## src/shared/tbd_defines.svh

```systemverilog
`ifndef TBD_DEFINES_SVH
`define TBD_DEFINES_SVH

// ==========================================================================
// register indices (byte address is four times the index)
`define TBD_IDX_CTRL       8'h36
`define TBD_IDX_STATUS     8'h37
`define TBD_IDX_MASK       8'h38

// ==========================================================================
// control register fields
`define TBD_CTRL_TONE_EN   7
`define TBD_CTRL_TONE_HI   6
`define TBD_CTRL_TONE_LO   5
`define TBD_CTRL_LOWCLK    4
`define TBD_CTRL_TICK_EN   3
`define TBD_CTRL_TICK_HI   2
`define TBD_CTRL_TICK_LO   0

// ==========================================================================
// status and mask fields
`define TBD_ST_TICK        0
`define TBD_ST_BADRATE     1
`define TBD_ST_WIDTH       2

// ==========================================================================
// reset values
`define TBD_CTRL_RST       8'h00
`define TBD_STATUS_RST     2'h0
`define TBD_MASK_RST       2'h0

// ==========================================================================
// divider tap widths and synchroniser depth
`define TBD_FC_TAPS        24
`define TBD_FS_TAPS        16
`define TBD_SYNC_STAGES    2

`endif

```

## src/shared/tbd_pkg.sv

```systemverilog
package tbd_pkg;

  // ========================================================================
  // operating modes of the clock system
  typedef enum logic [1:0] {
    FAST_RUN,
    FAST_HALT,
    LOW_CLOCK_RUN,
    LOW_CLOCK_HALT
  } tbd_mode_t;

endpackage

```

## src/rtl/tbd_sync.sv

```systemverilog
`timescale 1ns/1ps
module tbd_sync #(
  parameter int WIDTH = 1
) (
  // clock and reset
  input  wire logic             clk_i,
  input  wire logic             srst_i,
  // data
  input  wire logic [WIDTH-1:0] async_i,
  output logic      [WIDTH-1:0] sync_o
);

  logic [WIDTH-1:0] meta_ff;
  logic [WIDTH-1:0] sync_ff;

  // first stage feeds only the second
  always_ff @(posedge clk_i) begin
    if (srst_i) begin
      meta_ff <= '0;
      sync_ff <= '0;
    end else begin
      meta_ff <= async_i;
      sync_ff <= meta_ff;
    end
  end

  assign sync_o = sync_ff;

endmodule // tbd_sync

```

## src/rtl/tbd_fall.sv

```systemverilog
`timescale 1ns/1ps
module tbd_fall (
  // clock and reset
  input  wire logic clk_i,
  input  wire logic srst_i,
  // level in, gated edge out
  input  wire logic lvl_i,
  input  wire logic en_i,
  output logic      fall_o
);

  logic prev_ff;

  // history runs even while gated, so the first edge after enabling counts
  always_ff @(posedge clk_i) begin
    if (srst_i) begin
      prev_ff <= 1'b0;
    end else begin
      prev_ff <= lvl_i;
    end
  end

  assign fall_o = en_i & prev_ff & ~lvl_i;

endmodule // tbd_fall

```

## src/rtl/tbd_time_base.sv

```systemverilog
`timescale 1ns/1ps
`include "tbd_defines.svh"
module tbd_time_base (
  // clock and reset
  input  wire logic                      CLK_SYS_I,
  input  wire logic                      SRST_I,
  // apb slave
  input  wire logic                      PSEL_I,
  input  wire logic                      PENABLE_I,
  input  wire logic                      PWRITE_I,
  input  wire logic [11:0]               PADDR_I,
  input  wire logic [31:0]               PWDATA_I,
  output logic      [31:0]               PRDATA_O,
  output logic                           PREADY_O,
  output logic                           PSLVERR_O,
  // divider chain taps, bit n is clock/2^n
  input  wire logic [`TBD_FC_TAPS-1:0]   FC_TAP_I,
  input  wire logic [`TBD_FS_TAPS-1:0]   FS_TAP_I,
  // operating mode from the clock system
  input  wire logic [1:0]                MODE_I,
  // events and pins
  output logic                           TICK_PULSE_O,
  output logic                           IRQ_O,
  output logic                           TONE_N_O
);

  // ========================================================================
  // register state
  logic [7:0]                ctrl_ff;
  logic [`TBD_ST_WIDTH-1:0]  status_ff;
  logic [`TBD_ST_WIDTH-1:0]  mask_ff;
  logic [`TBD_ST_WIDTH-1:0]  nxt_status;
  logic                      bad_prev_ff;

  // apb answer registers
  logic [31:0]               prdata_ff;
  logic                      pready_ff;
  logic                      pslverr_ff;
  logic [31:0]               nxt_prdata;

  // output registers
  logic                      tick_pulse_ff;
  logic                      irq_ff;
  logic                      tone_n_ff;

  // ========================================================================
  // control fields
  wire                       tone_out_enable;
  wire [1:0]                 tone_rate_select;
  wire                       divider_low_clock_select;
  wire                       tick_enable;
  wire [2:0]                 tick_rate_select;

  assign tone_out_enable          = ctrl_ff[`TBD_CTRL_TONE_EN];
  assign tone_rate_select         = ctrl_ff[`TBD_CTRL_TONE_HI:
                                            `TBD_CTRL_TONE_LO];
  assign divider_low_clock_select = ctrl_ff[`TBD_CTRL_LOWCLK];
  assign tick_enable              = ctrl_ff[`TBD_CTRL_TICK_EN];
  assign tick_rate_select         = ctrl_ff[`TBD_CTRL_TICK_HI:
                                            `TBD_CTRL_TICK_LO];

  // ========================================================================
  // divider taps into this clock domain
  // taps run on fc or fs, which are unrelated to the system clock
  logic [`TBD_FC_TAPS-1:0]   fc_tap;
  logic [`TBD_FS_TAPS-1:0]   fs_tap;

  tbd_sync #(
    .WIDTH (`TBD_FC_TAPS)
  ) u_fc_sync (
    .clk_i   (CLK_SYS_I),
    .srst_i  (SRST_I),
    .async_i (FC_TAP_I),
    .sync_o  (fc_tap)
  );

  tbd_sync #(
    .WIDTH (`TBD_FS_TAPS)
  ) u_fs_sync (
    .clk_i   (CLK_SYS_I),
    .srst_i  (SRST_I),
    .async_i (FS_TAP_I),
    .sync_o  (fs_tap)
  );

  // ========================================================================
  // mode decode
  tbd_pkg::tbd_mode_t        mode;
  wire                       low_clock_mode;
  wire                       use_fs;

  assign mode           = tbd_pkg::tbd_mode_t'(MODE_I);
  assign low_clock_mode = (mode == tbd_pkg::LOW_CLOCK_RUN) ||
                          (mode == tbd_pkg::LOW_CLOCK_HALT);
  assign use_fs         = divider_low_clock_select | low_clock_mode;

  // ========================================================================
  // tick tap selection
  wire [7:0]                 tick_fc_row;
  wire [7:0]                 tick_fs_row;
  wire                       tick_fc_tap;
  wire                       tick_fs_tap;
  wire                       tick_rate_bad;
  wire                       tick_tap;

  assign tick_fc_row = {fc_tap[9],  fc_tap[11], fc_tap[12], fc_tap[13],
                        fc_tap[14], fc_tap[16], fc_tap[21], fc_tap[23]};
  assign tick_fs_row = {fs_tap[1],  fs_tap[3],  fs_tap[4],  fs_tap[5],
                        fs_tap[6],  fs_tap[8],  fs_tap[13], fs_tap[15]};
  assign tick_fc_tap = tick_fc_row[tick_rate_select];
  assign tick_fs_tap = tick_fs_row[tick_rate_select];
  // codes above 001 have no tap in low-clock modes: hold the line quiet
  assign tick_rate_bad = low_clock_mode & (tick_rate_select > 3'h1);
  assign tick_tap    = tick_rate_bad ? 1'b1 :
                       (use_fs ? tick_fs_tap : tick_fc_tap);

  // ========================================================================
  // tone tap selection
  wire [3:0]                 tone_fc_row;
  wire [3:0]                 tone_fs_row;
  wire                       tone_tap;

  assign tone_fc_row = {fc_tap[10], fc_tap[11], fc_tap[12], fc_tap[13]};
  assign tone_fs_row = {fs_tap[2],  fs_tap[3],  fs_tap[4],  fs_tap[5]};
  assign tone_tap    = use_fs ? tone_fs_row[tone_rate_select] :
                                tone_fc_row[tone_rate_select];

  // ========================================================================
  // tick edge detection
  // the chain is never cleared here, so the first tick may come early
  wire                       tick_fall;

  tbd_fall u_tick_fall (
    .clk_i  (CLK_SYS_I),
    .srst_i (SRST_I),
    .lvl_i  (tick_tap),
    .en_i   (tick_enable),
    .fall_o (tick_fall)
  );

  // ========================================================================
  // apb decode
  wire                       apb_access;
  wire                       apb_done;
  wire                       apb_wr;
  wire                       apb_rd;
  wire [11:0]                addr_ctrl;
  wire [11:0]                addr_status;
  wire [11:0]                addr_mask;
  wire                       hit_ctrl;
  wire                       hit_status;
  wire                       hit_mask;
  wire                       hit_any;

  assign addr_ctrl   = {2'h0, `TBD_IDX_CTRL,   2'h0};
  assign addr_status = {2'h0, `TBD_IDX_STATUS, 2'h0};
  assign addr_mask   = {2'h0, `TBD_IDX_MASK,   2'h0};

  assign apb_access  = PSEL_I & PENABLE_I;
  // one wait state: the answer is raised in the second access cycle
  assign apb_done    = apb_access & pready_ff;
  assign apb_wr      = apb_done & PWRITE_I;
  assign apb_rd      = apb_access & ~pready_ff & ~PWRITE_I;

  assign hit_ctrl    = (PADDR_I == addr_ctrl);
  assign hit_status  = (PADDR_I == addr_status);
  assign hit_mask    = (PADDR_I == addr_mask);
  assign hit_any     = hit_ctrl | hit_status | hit_mask;

  // ========================================================================
  // read data
  assign nxt_prdata = hit_ctrl   ? {24'h0, ctrl_ff} :
                      hit_status ? {30'h0, status_ff} :
                      hit_mask   ? {30'h0, mask_ff} :
                                   32'h0;

  always_ff @(posedge CLK_SYS_I) begin
    if (SRST_I) begin
      pready_ff  <= 1'b0;
      pslverr_ff <= 1'b0;
      prdata_ff  <= 32'h0;
    end else begin
      pready_ff  <= apb_access & ~pready_ff;
      pslverr_ff <= apb_access & ~pready_ff & ~hit_any;
      prdata_ff  <= apb_rd ? nxt_prdata : 32'h0;
    end
  end

  // ========================================================================
  // control register
  // plain store: the rate fields and enables may change in one write
  always_ff @(posedge CLK_SYS_I) begin
    if (SRST_I) begin
      ctrl_ff <= `TBD_CTRL_RST;
    end else if (apb_wr && hit_ctrl) begin
      ctrl_ff <= PWDATA_I[7:0];
    end
  end

  // ========================================================================
  // mask register
  always_ff @(posedge CLK_SYS_I) begin
    if (SRST_I) begin
      mask_ff <= `TBD_MASK_RST;
    end else if (apb_wr && hit_mask) begin
      mask_ff <= PWDATA_I[`TBD_ST_WIDTH-1:0];
    end
  end

  // ========================================================================
  // status register, write one to clear, a new event beats the clear
  wire [`TBD_ST_WIDTH-1:0]   st_set;
  wire [`TBD_ST_WIDTH-1:0]   st_clr;
  wire                       bad_rise;

  // flag the bad rate once, when it first appears with ticking on
  assign bad_rise = tick_enable & tick_rate_bad & ~bad_prev_ff;

  assign st_set[`TBD_ST_TICK]    = tick_fall;
  assign st_set[`TBD_ST_BADRATE] = bad_rise;
  assign st_clr = (apb_wr && hit_status) ?
                  PWDATA_I[`TBD_ST_WIDTH-1:0] : '0;
  assign nxt_status = (status_ff & ~st_clr) | st_set;

  always_ff @(posedge CLK_SYS_I) begin
    if (SRST_I) begin
      status_ff   <= `TBD_STATUS_RST;
      bad_prev_ff <= 1'b0;
    end else begin
      status_ff   <= nxt_status;
      bad_prev_ff <= tick_enable & tick_rate_bad;
    end
  end

  // ========================================================================
  // outputs
  wire                       nxt_irq;
  wire                       nxt_tone_n;

  // level from the next status so the line follows the flag without a gap
  assign nxt_irq    = |(nxt_status & mask_ff);
  // idle level is high, so a disabled buzzer sees no drive
  assign nxt_tone_n = tone_out_enable ? tone_tap : 1'b1;

  always_ff @(posedge CLK_SYS_I) begin
    if (SRST_I) begin
      tick_pulse_ff <= 1'b0;
      irq_ff        <= 1'b0;
      tone_n_ff     <= 1'b1;
    end else begin
      tick_pulse_ff <= tick_fall;
      irq_ff        <= nxt_irq;
      tone_n_ff     <= nxt_tone_n;
    end
  end

  assign PRDATA_O     = prdata_ff;
  assign PREADY_O     = pready_ff;
  assign PSLVERR_O    = pslverr_ff;
  assign TICK_PULSE_O = tick_pulse_ff;
  assign IRQ_O        = irq_ff;
  assign TONE_N_O     = tone_n_ff;

endmodule // tbd_time_base

```

## config.mk

```make
export PLATFORM = sky130hd
export DESIGN_NAME = tbd_time_base
export DESIGN_NICKNAME = d
export VERILOG_FILES = /design/src/shared/tbd_pkg.sv /design/src/rtl/tbd_sync.sv /design/src/rtl/tbd_fall.sv /design/src/rtl/tbd_time_base.sv
export VERILOG_INCLUDE_DIRS = /design/src /design/src/shared
export SDC_FILE = /design/constraint.sdc
export NUM_CORES = 1
export LEC_CHECK = 0
export BUFFER_PORTS_ARGS = -buffer_cell sky130_fd_sc_hd__clkbuf_2
export CAP_MARGIN = 25
export CORE_MARGIN = 3
export CORE_UTILIZATION = 48
export DETAILED_ROUTE_END_ITERATION = 12
export GPL_TIMING_DRIVEN = 0
export PLACE_DENSITY = 0.9
export SYNTH_ARGS = -nofsm -noshare
export SYNTH_HDL_FRONTEND = slang
export SYNTH_SLANG_ARGS = --single-unit
export TNS_END_PERCENT = 10
```

## constraint.sdc

```tcl
create_clock -name CLK_SYS_I -period 2.6 [get_ports CLK_SYS_I]
set_input_delay 0.39 -clock CLK_SYS_I [delete_from_list [all_inputs] [get_ports CLK_SYS_I]]
set_output_delay 0.39 -clock CLK_SYS_I [all_outputs]
set_load 0.01 [all_outputs]
```

==> out/results.tsv <==
metric	value	unit
initial_utilization	50.2	%
multi_input_combinational_cell_area	985	sq um
power.density_cell_area	661	nW/um^2
start_kind	register	
via_count	1769	
syn_area	2400	sq um
max_freq	0.599	GHz
drv_slew	0	
cts_htree_levels	3	
critical_path_arrival	1.86	ns
postCtsSetupBuffers	0	
wire_length_of_the_first_global_routing_pass	7270	microns
final_worst_clock_skew	0.00414	ns
critical_path_peak_fanout	10	
cp_data_required_time	2.79	ns
post_drt_via_cell_ratio	4.52	
worst_hold_margin	0.261	ns
worst_case_clock_buffer_depth	2	
coreArea	4790	sq um
cts_tree	yes	
number_of_nets_with_antenna_violations_after_routing	0	
die-area	5890	sq um
fin_setup_tns	0	ns
post_cts_hold_buffer_count	0	
gp_routability_congestion	0.785	
final.period_utilization	64.2	%
groute.usage.overall	16.1	%
report.final.hold_viol_count	0	
synthCells	229	
relSlewSlack	53.4	%
ys_seq_area_share	52.5	%
synth.area.top_cells	dfxtp_1, nor2b_1, buf_4	
antenna-diode-count	0	
status	finished, final reports clean	
vdd.ir_drop.worst	381	uV
wl_per_cell	11.4	microns
netlist.top_cell.by_area	dfxtp_1	
yosys_warnings	0	
cts_sink_cnt	63	
finalSetupViolations	0	
area_growth_syn_to_layout	27.6	%
power	2.03	mW
nFillCells	414	
layout.area.seq	1260	sq um
cts_repair_resize_count	0	
ys_ff_latch	63	
post_route_cells_drive_above_1_share	34.3	%
clkTransAtPathRegs	0.07	ns
period_minus_slack	1.67	ns
drt_drc_violations_left	0	
yosysUniqueCellTypes	36	
setup.worst_path.class	register to register	
cts-root-buf	clkbuf_8	
min-delay-path-class	input port to register	
rsz0062_at_grt	no	
worst_slew_pin_slew	0.690	ns
floorplan.die.height	76.7	microns
drt-pass1-iter-count	4	
globalRouteOverflowTotal	0	
critical_path.endpoint_type	register	
syn-mean-instance-area	10.5	sq um
grt_max_degree	12	
drtIter0Drc	81	
cts-buffers-inserted	9	
via_count_of_the_first_global_routing_pass	1758	
layout.nets	410	
dp_hpwl	3350	microns
layout_setup_ws	0.930	ns
die_width	76.7	microns
placement.io_buffers	56	
grt_antenna_before_repair	0	
placementRows	25	
post-route-util	64.0	%
cap_viol_max_count	0	
yosys.area.top_type_share	52.5	%
dp_worst_setup_slack	0.782	ns
io_pins	128	
power.leakage	1.45	nW
drt_wl_total	4460	microns
worst_skew_pair.late_latency	0.33	ns
## power by group
part | total [mW] | switching [mW] | internal (mW)
registers | 1.00 | 0.00768 | 0.993
clock network | 0.893 | 0.357 | 0.536
logic | 0.133 | 0.0617 | 0.0710
total | 2.03 | 0.427 | 1.60
## logic make-up after synthesis
logic type | count (synthesis) | synth area share (%)
buffers and inverters | 38 | 10.1
other | 1 | 0.156
AO/OA/AOI/OAI | 17 | 4.90
multiplexers | 18 | 9.17
AND/OR/NAND/NOR | 92 | 23.2
flip-flops | 63 | 52.5
## flip-flops by register name (all words and copies together) (netlist names)
| signal | flops |
|---|---|
| u_fc_sync.meta_ff | 9 |
| u_fc_sync.sync_o | 9 |
| u_fs_sync.meta_ff | 9 |
| u_fs_sync.sync_o | 9 |
| PRDATA_O | 8 |
| ctrl_ff | 8 |
| mask_ff | 2 |
| status_ff | 2 |
| IRQ_O | 1 |
| PREADY_O | 1 |
| PSLVERR_O | 1 |
| TICK_PULSE_O | 1 |
| TONE_N_O | 1 |
| bad_prev_ff | 1 |
| u_tick_fall.prev_ff | 1 |
## synth_stat cells
master and n:
a21oi_1 3, nor3_1 1, nor4_4 1, a311oi_1 1, dfxtp_1 63, clkbuf_1 5
nand2b_1 3, a221oi_1 1, nor2_1 18, mux2_2 2, nand2_1 6, buf_2 1
inv_1 6, and4bb_2 1, mux4_2 3, nand2_2 2, o221ai_1 1, o311ai_0 2
and4_1 1, and3_2 1, nor2b_1 38, and2_1 6, o32ai_1 1, nor4b_1 1
nand3b_1 2, or3_4 1, o21ai_0 5, conb_1 1, mux2i_1 13, o2bb2ai_1 2
nor3_4 1, or2_2 1, nand4b_1 2, buf_4 26, o21bai_1 1, nand3_1 6
## area by class of cell
cell class	instances	area share, %
buffer	32	7.15
clock buffer	10	4.16
clock inverter	6	2.78
inverter	6	0.735
multi-input combinational	151	32.1
sequential	63	41.2
tap	67	2.74
timing repair buffer	56	9.15
## through the flow
step / cell area, sq um / std cells
detailed placement: 2850 / 375
global route: 3060 / 391
CTS: 3060 / 391
finish: 3060 / 391
global placement: 2850 / 375
floorplan: 2490 / 252
## cell usage in the layout (no fill, tap or decap), types with 3 or more instances in the layout
cell type / count
nand2b_1: 3
mux2i_1: 13
nand3_1: 6
clkbuf_2: 56
conb_1: 24
nand2_1: 6
nor2b_1: 38
a21oi_1: 3
o21ai_0: 5
clkbuf_8: 9
dfxtp_1: 63
mux4_2: 3
buf_4: 26
clkbuf_1: 6
inv_1: 6
and2_1: 6
nor2_1: 18
## final timing paths
check | start | endpoint | slack [ns] | cells after the start
hold / removal | FS_TAP_I[4] | u_fs_sync.meta_ff[4] | 0.26 | 2
hold reg to reg | u_fs_sync.meta_ff[15] | u_fs_sync.sync_o[15] | 0.43 | 1
setup / recovery | ctrl_ff[1] | IRQ_O | 0.93 | 5
setup reg to reg | ctrl_ff[1] | IRQ_O | 0.93 | 5
## critical path, stage by stage (launching register included)
cell and delay, ns:
dfxtp_1 0.35, buf_4 0.19, o311ai_0 0.39, a221oi_1 0.14, o32ai_1 0.28, o221ai_1 0.18
## per-layer routing
layer,track usage (%),part of all wire [%],vias up
met4,7.79,1.6,0
met1,16.4,39,795
met5,0,0,-
met2,27.6,50,76
li1,-,-,890
met3,7.39,8.6,8
(Power assumes the default switching activity.)
